**src/hdl/adcc_pkg.sv**
```systemverilog
// Package for the converter control block: register map, fields, codes.
// Assumes a 32-bit APB bus with byte addresses as printed.
package adcc_pkg;
    localparam logic [31:0] STATUS_ADDR   = 32'h4004_8000;
    localparam logic [31:0] SELECT_ADDR   = 32'h4004_8004;
    localparam logic [31:0] CONTROL_ADDR  = 32'h4004_8008;
    localparam logic [31:0] RESULT_ADDR   = 32'h4004_8048;
    localparam logic [31:0] IRQ_STAT_ADDR = 32'h4004_804c;
    localparam logic [31:0] IRQ_MASK_ADDR = 32'h4004_8050;

    localparam int RES_MSB      = 9;
    localparam int RES_LSB      = 7;
    localparam int PWR_BIT      = 2;
    localparam int TRIG_BIT     = 1;
    localparam int CHAN_MSB     = 5;
    localparam int CHAN_LSB     = 4;
    localparam int ACT_MSB      = 6;
    localparam int ACT_LSB      = 4;
    localparam int RESULT_W     = 10;

    localparam logic [9:0] SELECT_RESET  = 10'h004;
    localparam logic [9:0] CONTROL_RESET = 10'h000;
    localparam logic [9:0] RESULT_RESET  = 10'h000;

    localparam logic [2:0] ACT_STOPPED = 3'h0;
    localparam logic [2:0] ACT_RISE    = 3'h1;
    localparam logic [2:0] ACT_SAMPLE  = 3'h2;
    localparam logic [2:0] ACT_CONVERT = 3'h3;
    localparam logic [2:0] ACT_READY   = 3'h4;

    // Input settling delay before sampling, in ns
    localparam int RISE_NS      = 400;
    localparam int CLK_NS       = 40;
    localparam int RISE_CYC_RAW = (RISE_NS + CLK_NS - 1) / CLK_NS;
    localparam int RISE_CYC     = (RISE_CYC_RAW < 1) ? 1 : RISE_CYC_RAW;

    typedef enum logic [2:0] {
        ADCC_IDLE,
        ADCC_RISE,
        ADCC_SAMPLE,
        ADCC_CONVERT,
        ADCC_READY
    } adcc_state_t;
endpackage

```
**src/hdl/adcc_top.sv**
```systemverilog
// Control and result logic of a three-channel successive-approximation converter.
// Assumes an APB master on clk, an analog comparator and trial DAC outside,
// and a slow sampling clock arriving as an ordinary pin.
// Notes on behaviour
// - Resolution field sets ten down to three bits
// - Result bits stay left aligned, unshifted
// - Fewer bits means fewer converter cycles
// - Power bit zero holds power down
// - Trigger one starts conversion on selection
// - Trigger clears itself once conversion starts
// - Reserved bits unspecified; software writes zero
// - Result register holds latest completed conversion
// - Completion raises interrupt; software waits
// - Conversion takes N plus one sample cycles
// - Activity field reports converter phase
// - Channel field selects one of three inputs
//
// The APB slave port was decided locally.
`timescale 1ns/1ns
`default_nettype none
module adcc_top #(
    parameter int RISE_CYCLES = adcc_pkg::RISE_CYC
) (
    input  wire logic        clk,
    input  wire logic        nrst,
    input  wire logic        psel,
    input  wire logic        penable,
    input  wire logic        pwrite,
    input  wire logic [31:0] paddr,
    input  wire logic [31:0] pwdata,
    output logic      [31:0] prdata,
    output logic             pready,
    output logic             pslverr,
    input  wire logic        sample_clk_pin,
    input  wire logic        comparator_pin,
    output logic             analog_power_down,
    output logic             analog_reset,
    output logic [2:0]       analog_input_enable,
    output logic             sample_hold,
    output logic [9:0]       trial_code,
    output logic             irq
);
    logic [9:0]  select_reg;
    logic [9:0]  control_reg;
    logic [9:0]  result_reg;
    logic [9:0]  sar_reg;
    logic [3:0]  bit_reg;
    logic [3:0]  lsb_reg;
    logic [7:0]  rise_cnt_reg;
    logic        irq_stat_reg;
    logic        irq_mask_reg;
    logic        pwr_prev_reg;
    logic [1:0]  sync1_reg;
    logic [1:0]  sync2_reg;
    logic [1:0]  sync3_reg;
    logic [1:0]  filt_reg;
    logic        samp_prev_reg;
    adcc_pkg::adcc_state_t state_reg;
    logic [2:0]  activity;
    logic        wr_en;
    logic        rd_en;
    logic        hit;
    logic        samp_tick;
    logic        conv_start;
    logic        conv_done;
    logic        trig_req;
    logic        pwr_on;
    logic [31:0] prdata_reg;
    logic [31:0] prdata_next;
    logic [9:0]  trial_reg;
    logic [9:0]  trial_next;

    // Rise counter is eight bits; the result width is fixed by the package
    if (RISE_CYCLES < 1 || RISE_CYCLES > 256) begin : g_bad_rise
        $error("RISE_CYCLES must lie in 1 to 256");
    end
    if (adcc_pkg::RESULT_W != 10) begin : g_bad_width
        $error("RESULT_W must be 10");
    end

    assign wr_en = psel & penable & pwrite;
    // Read data captured in the setup cycle, so prdata comes from a flop
    assign rd_en = psel & ~penable & ~pwrite;
    assign pready = 1'b1;
    assign hit = (paddr == adcc_pkg::STATUS_ADDR) | (paddr == adcc_pkg::SELECT_ADDR)
               | (paddr == adcc_pkg::CONTROL_ADDR) | (paddr == adcc_pkg::RESULT_ADDR)
               | (paddr == adcc_pkg::IRQ_STAT_ADDR) | (paddr == adcc_pkg::IRQ_MASK_ADDR);
    assign pslverr = psel & penable & ~hit;

    // Pin synchronisers, three stages each
    always_ff @(posedge clk or negedge nrst) begin
        if (!nrst) begin
            sync1_reg <= 2'h0;
            sync2_reg <= 2'h0;
            sync3_reg <= 2'h0;
        end else begin
            sync1_reg <= {comparator_pin, sample_clk_pin};
            sync2_reg <= sync1_reg;
            sync3_reg <= sync2_reg;
        end
    end

    // Level counts once stages two and three agree; rejects one-flop glitches
    always_ff @(posedge clk or negedge nrst) begin
        if (!nrst) begin
            filt_reg <= 2'h0;
        end else begin
            for (int i = 0; i < 2; i++) begin
                if (sync2_reg[i] == sync3_reg[i]) begin
                    filt_reg[i] <= sync3_reg[i];
                end
            end
        end
    end

    always_ff @(posedge clk or negedge nrst) begin
        if (!nrst) begin
            samp_prev_reg <= 1'b0;
        end else begin
            samp_prev_reg <= filt_reg[0];
        end
    end

    // Rising edge of the filtered sample clock
    assign samp_tick = filt_reg[0] & ~samp_prev_reg;
    assign pwr_on = control_reg[adcc_pkg::PWR_BIT];
    assign trig_req = control_reg[adcc_pkg::TRIG_BIT];
    assign conv_start = (state_reg == adcc_pkg::ADCC_IDLE) & trig_req & pwr_on;
    assign conv_done = (state_reg == adcc_pkg::ADCC_READY);

    // Channel select register, all bits stored as written
    always_ff @(posedge clk or negedge nrst) begin
        if (!nrst) begin
            select_reg <= adcc_pkg::SELECT_RESET;
        end else if (wr_en && paddr == adcc_pkg::SELECT_ADDR) begin
            select_reg <= pwdata[9:0];
        end
    end

    // Control register with self-clearing trigger
    // A trigger written while busy waits for the stopped state
    always_ff @(posedge clk or negedge nrst) begin
        if (!nrst) begin
            control_reg <= adcc_pkg::CONTROL_RESET;
        end else if (wr_en && paddr == adcc_pkg::CONTROL_ADDR) begin
            control_reg <= pwdata[9:0];
            control_reg[adcc_pkg::TRIG_BIT] <= pwdata[adcc_pkg::TRIG_BIT]
                                               & pwdata[adcc_pkg::PWR_BIT];
        end else if (conv_start || !pwr_on) begin
            control_reg[adcc_pkg::TRIG_BIT] <= 1'b0;
        end
    end

    // Conversion sequencer
    always_ff @(posedge clk or negedge nrst) begin
        if (!nrst) begin
            state_reg    <= adcc_pkg::ADCC_IDLE;
            rise_cnt_reg <= 8'h00;
            bit_reg      <= 4'h0;
            lsb_reg      <= 4'h0;
        end else if (!pwr_on) begin
            state_reg <= adcc_pkg::ADCC_IDLE;
        end else begin
            unique case (state_reg)
                adcc_pkg::ADCC_IDLE: begin
                    if (conv_start) begin
                        state_reg    <= adcc_pkg::ADCC_RISE;
                        rise_cnt_reg <= 8'(RISE_CYCLES - 1);
                        lsb_reg      <= {1'b0, control_reg[adcc_pkg::RES_MSB:adcc_pkg::RES_LSB]};
                    end
                end
                adcc_pkg::ADCC_RISE: begin
                    if (rise_cnt_reg == 8'h00) begin
                        state_reg <= adcc_pkg::ADCC_SAMPLE;
                    end else begin
                        rise_cnt_reg <= rise_cnt_reg - 8'h01;
                    end
                end
                adcc_pkg::ADCC_SAMPLE: begin
                    if (samp_tick) begin
                        state_reg <= adcc_pkg::ADCC_CONVERT;
                        bit_reg   <= 4'(adcc_pkg::RESULT_W - 1);
                    end
                end
                adcc_pkg::ADCC_CONVERT: begin
                    if (samp_tick) begin
                        if (bit_reg == lsb_reg) begin
                            state_reg <= adcc_pkg::ADCC_READY;
                        end else begin
                            bit_reg <= bit_reg - 4'h1;
                        end
                    end
                end
                adcc_pkg::ADCC_READY: begin
                    state_reg <= adcc_pkg::ADCC_IDLE;
                end
                // Unused codes fall back to stopped
                default: begin
                    state_reg <= adcc_pkg::ADCC_IDLE;
                end
            endcase
        end
    end

    // Successive approximation register
    always_ff @(posedge clk or negedge nrst) begin
        if (!nrst) begin
            sar_reg <= 10'h000;
        end else if (state_reg == adcc_pkg::ADCC_SAMPLE) begin
            sar_reg <= 10'h000;
        end else if (state_reg == adcc_pkg::ADCC_CONVERT && samp_tick) begin
            sar_reg[bit_reg] <= filt_reg[1];
        end
    end

    // Trial code: decided bits plus the bit under test
    always_comb begin
        trial_next = sar_reg;
        if (state_reg == adcc_pkg::ADCC_CONVERT) begin
            trial_next[bit_reg] = 1'b1;
        end
    end

    // Registered so the trial DAC never sees decode glitches
    always_ff @(posedge clk or negedge nrst) begin
        if (!nrst) begin
            trial_reg <= 10'h000;
        end else begin
            trial_reg <= trial_next;
        end
    end

    assign trial_code = trial_reg;

    always_ff @(posedge clk or negedge nrst) begin
        if (!nrst) begin
            result_reg <= adcc_pkg::RESULT_RESET;
        end else if (conv_done) begin
            result_reg <= sar_reg;
        end
    end

    // Completion wins over a clear in the same cycle
    // sticky done flag
    always_ff @(posedge clk or negedge nrst) begin
        if (!nrst) begin
            irq_stat_reg <= 1'b0;
        end else if (conv_done) begin
            irq_stat_reg <= 1'b1;
        end else if (wr_en && paddr == adcc_pkg::IRQ_STAT_ADDR && pwdata[0]) begin
            irq_stat_reg <= 1'b0;
        end
    end

    always_ff @(posedge clk or negedge nrst) begin
        if (!nrst) begin
            irq_mask_reg <= 1'b0;
        end else if (wr_en && paddr == adcc_pkg::IRQ_MASK_ADDR) begin
            irq_mask_reg <= pwdata[0];
        end
    end

    assign irq = irq_stat_reg & irq_mask_reg;

    // Internal reset pulse on each power-up
    always_ff @(posedge clk or negedge nrst) begin
        if (!nrst) begin
            pwr_prev_reg <= 1'b0;
            analog_reset <= 1'b0;
        end else begin
            pwr_prev_reg <= pwr_on;
            analog_reset <= pwr_on & ~pwr_prev_reg;
        end
    end

    assign analog_power_down = ~pwr_on;
    assign sample_hold = (state_reg == adcc_pkg::ADCC_SAMPLE) & pwr_on;

    always_comb begin
        analog_input_enable = 3'h0;
        unique case (select_reg[adcc_pkg::CHAN_MSB:adcc_pkg::CHAN_LSB])
            2'h0: analog_input_enable = 3'h1;
            2'h1: analog_input_enable = 3'h2;
            2'h2: analog_input_enable = 3'h4;
            2'h3: analog_input_enable = 3'h0;
        endcase
    end

    always_comb begin
        activity = adcc_pkg::ACT_STOPPED;
        unique case (state_reg)
            adcc_pkg::ADCC_IDLE:    activity = adcc_pkg::ACT_STOPPED;
            adcc_pkg::ADCC_RISE:    activity = adcc_pkg::ACT_RISE;
            adcc_pkg::ADCC_SAMPLE:  activity = adcc_pkg::ACT_SAMPLE;
            adcc_pkg::ADCC_CONVERT: activity = adcc_pkg::ACT_CONVERT;
            adcc_pkg::ADCC_READY:   activity = adcc_pkg::ACT_READY;
            default:                activity = adcc_pkg::ACT_STOPPED;
        endcase
    end

    always_comb begin
        prdata_next = 32'h0000_0000;
        if (rd_en) begin
            unique case (paddr)
                adcc_pkg::STATUS_ADDR:   prdata_next[adcc_pkg::ACT_MSB:adcc_pkg::ACT_LSB]
                                             = activity;
                adcc_pkg::SELECT_ADDR:   prdata_next[9:0] = select_reg;
                adcc_pkg::CONTROL_ADDR:  prdata_next[9:0] = control_reg;
                adcc_pkg::RESULT_ADDR:   prdata_next[9:0] = result_reg;
                adcc_pkg::IRQ_STAT_ADDR: prdata_next[0] = irq_stat_reg;
                adcc_pkg::IRQ_MASK_ADDR: prdata_next[0] = irq_mask_reg;
                default:                 prdata_next = 32'h0000_0000;
            endcase
        end
    end

    // Zero outside the access phase of a read
    always_ff @(posedge clk or negedge nrst) begin
        if (!nrst) begin
            prdata_reg <= 32'h0000_0000;
        end else begin
            prdata_reg <= prdata_next;
        end
    end

    assign prdata = prdata_reg;
endmodule
`default_nettype wire

```
**config.mk**
```make
export PLATFORM = sky130hd
export DESIGN_NAME = adcc_top
export DESIGN_NICKNAME = d
export VERILOG_FILES = /design/src/hdl/adcc_pkg.sv /design/src/hdl/adcc_top.sv
export SDC_FILE = /design/constraint.sdc
export NUM_CORES = 1
export LEC_CHECK = 0
export ABC_AREA = 1
export BUFFER_PORTS_ARGS = -buffer_cell sky130_fd_sc_hd__buf_2
export CORE_MARGIN = 2
export CORE_UTILIZATION = 36
export CTS_CLUSTER_DIAMETER = 120
export DETAILED_ROUTE_END_ITERATION = 8
export HOLD_SLACK_MARGIN = 0.03
export PLACE_DENSITY_LB_ADDON = 0.1
export SYNTH_ARGS = -nofsm -noshare
export SYNTH_HDL_FRONTEND = slang
export SYNTH_SLANG_ARGS = --single-unit
```
**constraint.sdc**
```tcl
create_clock -name clk -period 3.7 [get_ports clk]
set_clock_uncertainty 0.2 [all_clocks]
set_input_delay 0.555 -clock clk [delete_from_list [all_inputs] [get_ports clk]]
set_output_delay 0.555 -clock clk [all_outputs]
set_load 0.01 [all_outputs]
```
==> results.json <==
{
  "outcome": "completed",
  "die_h_um": 119,
  "hold_ws_ps": 113,
  "rsz0062_at_grt": "no",
  "combPwrFrac": 0.044,
  "reg2reg_depth": 5,
  "area_delta_synth_final_pct": 15.2,
  "synthArstFlopShare": 1.00,
  "final_nets": 734,
  "syn_area_um2": 4740,
  "p_int_mw": 1.56,
  "timing.fmax_mhz": 377,
  "cpPeakStageDelay_ps": 330,
  "cp_slowest_cell": "nand4_2",
  "vias_per_cell": 4.55,
  "drc": 0,
  "fp.dieW_um": 119,
  "drive_gt1_frac": 0.201,
  "end_kind": "output pin",
  "worst_slew_pin_slew_ps": 646,
  "wirelength_mm": 10.6,
  "reg2reg_from": "state_reg[2]$_DFFE_PN0P_",
  "synth_flop_cell": "dfrtp_1",
  "p_seq_frac": 0.492,
  "hold_viol_final": 0,
  "hold_path.class": "primary input to flop",
  "cts_buffer_depth": 2,
  "synth_edf_count": 0,
  "worst_ep_required_time_ps": 2940,
  "hpwl_mm": 7.77,
  "finalMaxSlewViolations": 0,
  "grt_max_degree": 39,
  "r2r_slack_ps": 1790,
  "crit_chain": "buf_2 > nor2_2 > nand3_1 > inv_2 > nand4_2 > nand3_2 > nor2_1 > buf_2",
  "cts_resized": 0,
  "reg2reg_to": "sar_reg[2]$_DFFE_PN0P_",
  "path_clk_slew_ps": 70,
  "synth-seq-cells": 91,
  "hold-path-endpoint": "sync1_reg[1]$_DFF_PN0_",
  "synth_cell_type_count": 40,
  "p_sw_mw": 0.481,
  "cp.arrival_ps": 1900,
  "coreArea_um2": 12700,
  "holdCritStartpoint": "comparator_pin",
  "fp-row-count": 41,
  "initial_utilization": 0.373,
  "postRouteAntennaNets": 0,
  "crit_type": "primary input to output pin",
  "clk-insertion-delay-late_ps": 350,
  "synth_cells": 585,
  "p_per_area_nw_per_um2": 374,
  "setup_violations": 0,
  "cts_buffers": 9,
  "syn_area_per_cell_um2": 8.10,
  "yosysMostFrequentCell": "nand2_1",
  "place.port_buffers": 76,
  "period_needed_ps": 2650,
  "dr.first_iter.drc_count": 191,
  "switching_share": 0.235,
  "synth.area.top_cells": "dfrtp_1 (48%), nand2_1 (7.8%), inv_1 (7.0%)",
  "synth-seq-area-share": 0.481,
  "gp_congestion": 0.813,
  "die_area_um2": 14100,
  "ys_warn_count": 0,
  "relSlewSlack": 0.569,
  "antenna_found_initial": 0,
  "path_max_fanout": 15,
  "synth_top_area_cell": "dfrtp_1",
  "grt_first_pass_wirelength_mm": 17.8,
  "start_kind": "primary input",
  "clock_power_share": 0.464,
  "grt_pass1_vias": 3548,
  "cts_tree": "built",
  "firstDrtPassIters": 4,
  "grt_overflow": 0,
  "drv_cap": 0,
  "avgRoutedWirePerCell_um": 12.7,
  "cts-root-buf": "clkbuf_16",
  "cts_sinks": 91,
  "htree_levels": 3,
  "yosysTopAreaCellShare": 0.475,
  "crit_top_cell": "buf_2",
  "vdd_drop_max_mv": 0.183,
  "num_vias": 3790,
  "io_pins": 122,
  "final_area_um2": 5460,
  "placed_area_um2": 5140,
  "period_share": 0.716,
  "antenna_cells": 0,
  "cts_setup_buffers": 0,
  "total_leakage_power_nw": 2.79,
  "setup_tns_ps": 0,
  "synth_commonest_cells": "nand2_1 (99), dfrtp_1 (90), inv_1 (88)",
  "worstHoldPathCells": 1,
  "grtUsageTotal": 0.157
}
==> worst max path at each step <==
stage          startpoint  cells past startpoint      end  slack [ps]
5_1_grt          paddr[1]                      8  pslverr         860
6_report         paddr[1]                      8  pslverr        1050
4_1_cts          paddr[1]                      8  pslverr        1040
3_3_place_gp     paddr[1]                      8  pslverr        1070
2_1_floorplan    paddr[9]                      8  pslverr        1580
3_5_place_dp     paddr[1]                      8  pslverr        1050
==> metal layers <==
metal  GRT usage  vias up  part of all wire
met5           0        -                 0
met4      0.0625        0             0.014
met3      0.0222       11             0.048
met2       0.252      109              0.47
met1       0.214     1744              0.47
li1            -     1926                 -
==> worst max-delay path, delay by kind of cell <==
family	cells	cell delay (ps)
and+or+nand+nor	5	800
buffers and inverters	3	520
==> layout make-up <==
cell class                 count  area (um2)
timing repair buffer          80         415
fill                        1326        7260
clock inverter                 7        80.1
tap                          172         215
clock buffer                   9         225
multi-input combinational    379        1890
sequential                    91        2280
inverter                      95         357
==> power groups by stage <==
stage	sequential, mW	clock, mW	combinational (mW)
finish	1.01	0.949	0.0893
global route	1.01	1.02	0.102
CTS	1.01	0.981	0.0912
detailed placement	1.03	0	0.0901
global placement	1.03	0	0.0886
floorplan	1.02	0	0.0545
==> stage by stage <==
step	power [mW]	worst slack, ps	std cells	util
after floorplan	1.08	1580	606	-
after global placement	1.11	1070	816	0.404
after detailed placement	1.12	1050	816	0.404
after CTS	2.08	1040	833	0.429
after global routing	2.13	856	833	0.429
final	2.04	1050	833	0.429
==> kinds of logic after synthesis <==
family	synth area share
compound gates	0.108
xor+xnor	0.0111
fa+ha+maj	0.0227
buf+inv	0.138
flops	0.481
other cells	0.00158
simple gates	0.238
==> layout by cell type (no fill, tap or decap), types with 3 or more instances in the layout <==
cell type and instances:
nor3_1 5, inv_6 4, nand3_2 3, buf_4 4
o21ai_0 47, nand3_1 39, clkbuf_16 9, nand2_1 99
nor2_1 71, nand4_1 7, a21oi_1 21, dfrtp_1 90
inv_1 88, inv_2 7, buf_2 75, o21ai_1 14
conb_1 23, o21ai_2 9, ha_1 7, nand2_2 5
xor2_1 6, nor2_2 5
==> timing repair <==
| action | in CTS | in global routing |
|---|---|---|
| hold endpoints to repair | 35 | 0 |
| endpoints found under the setup margin | 0 | 0 |
| hold buffers | 1 | 0 |
Note: power is estimated with default switching activity, not from simulation.
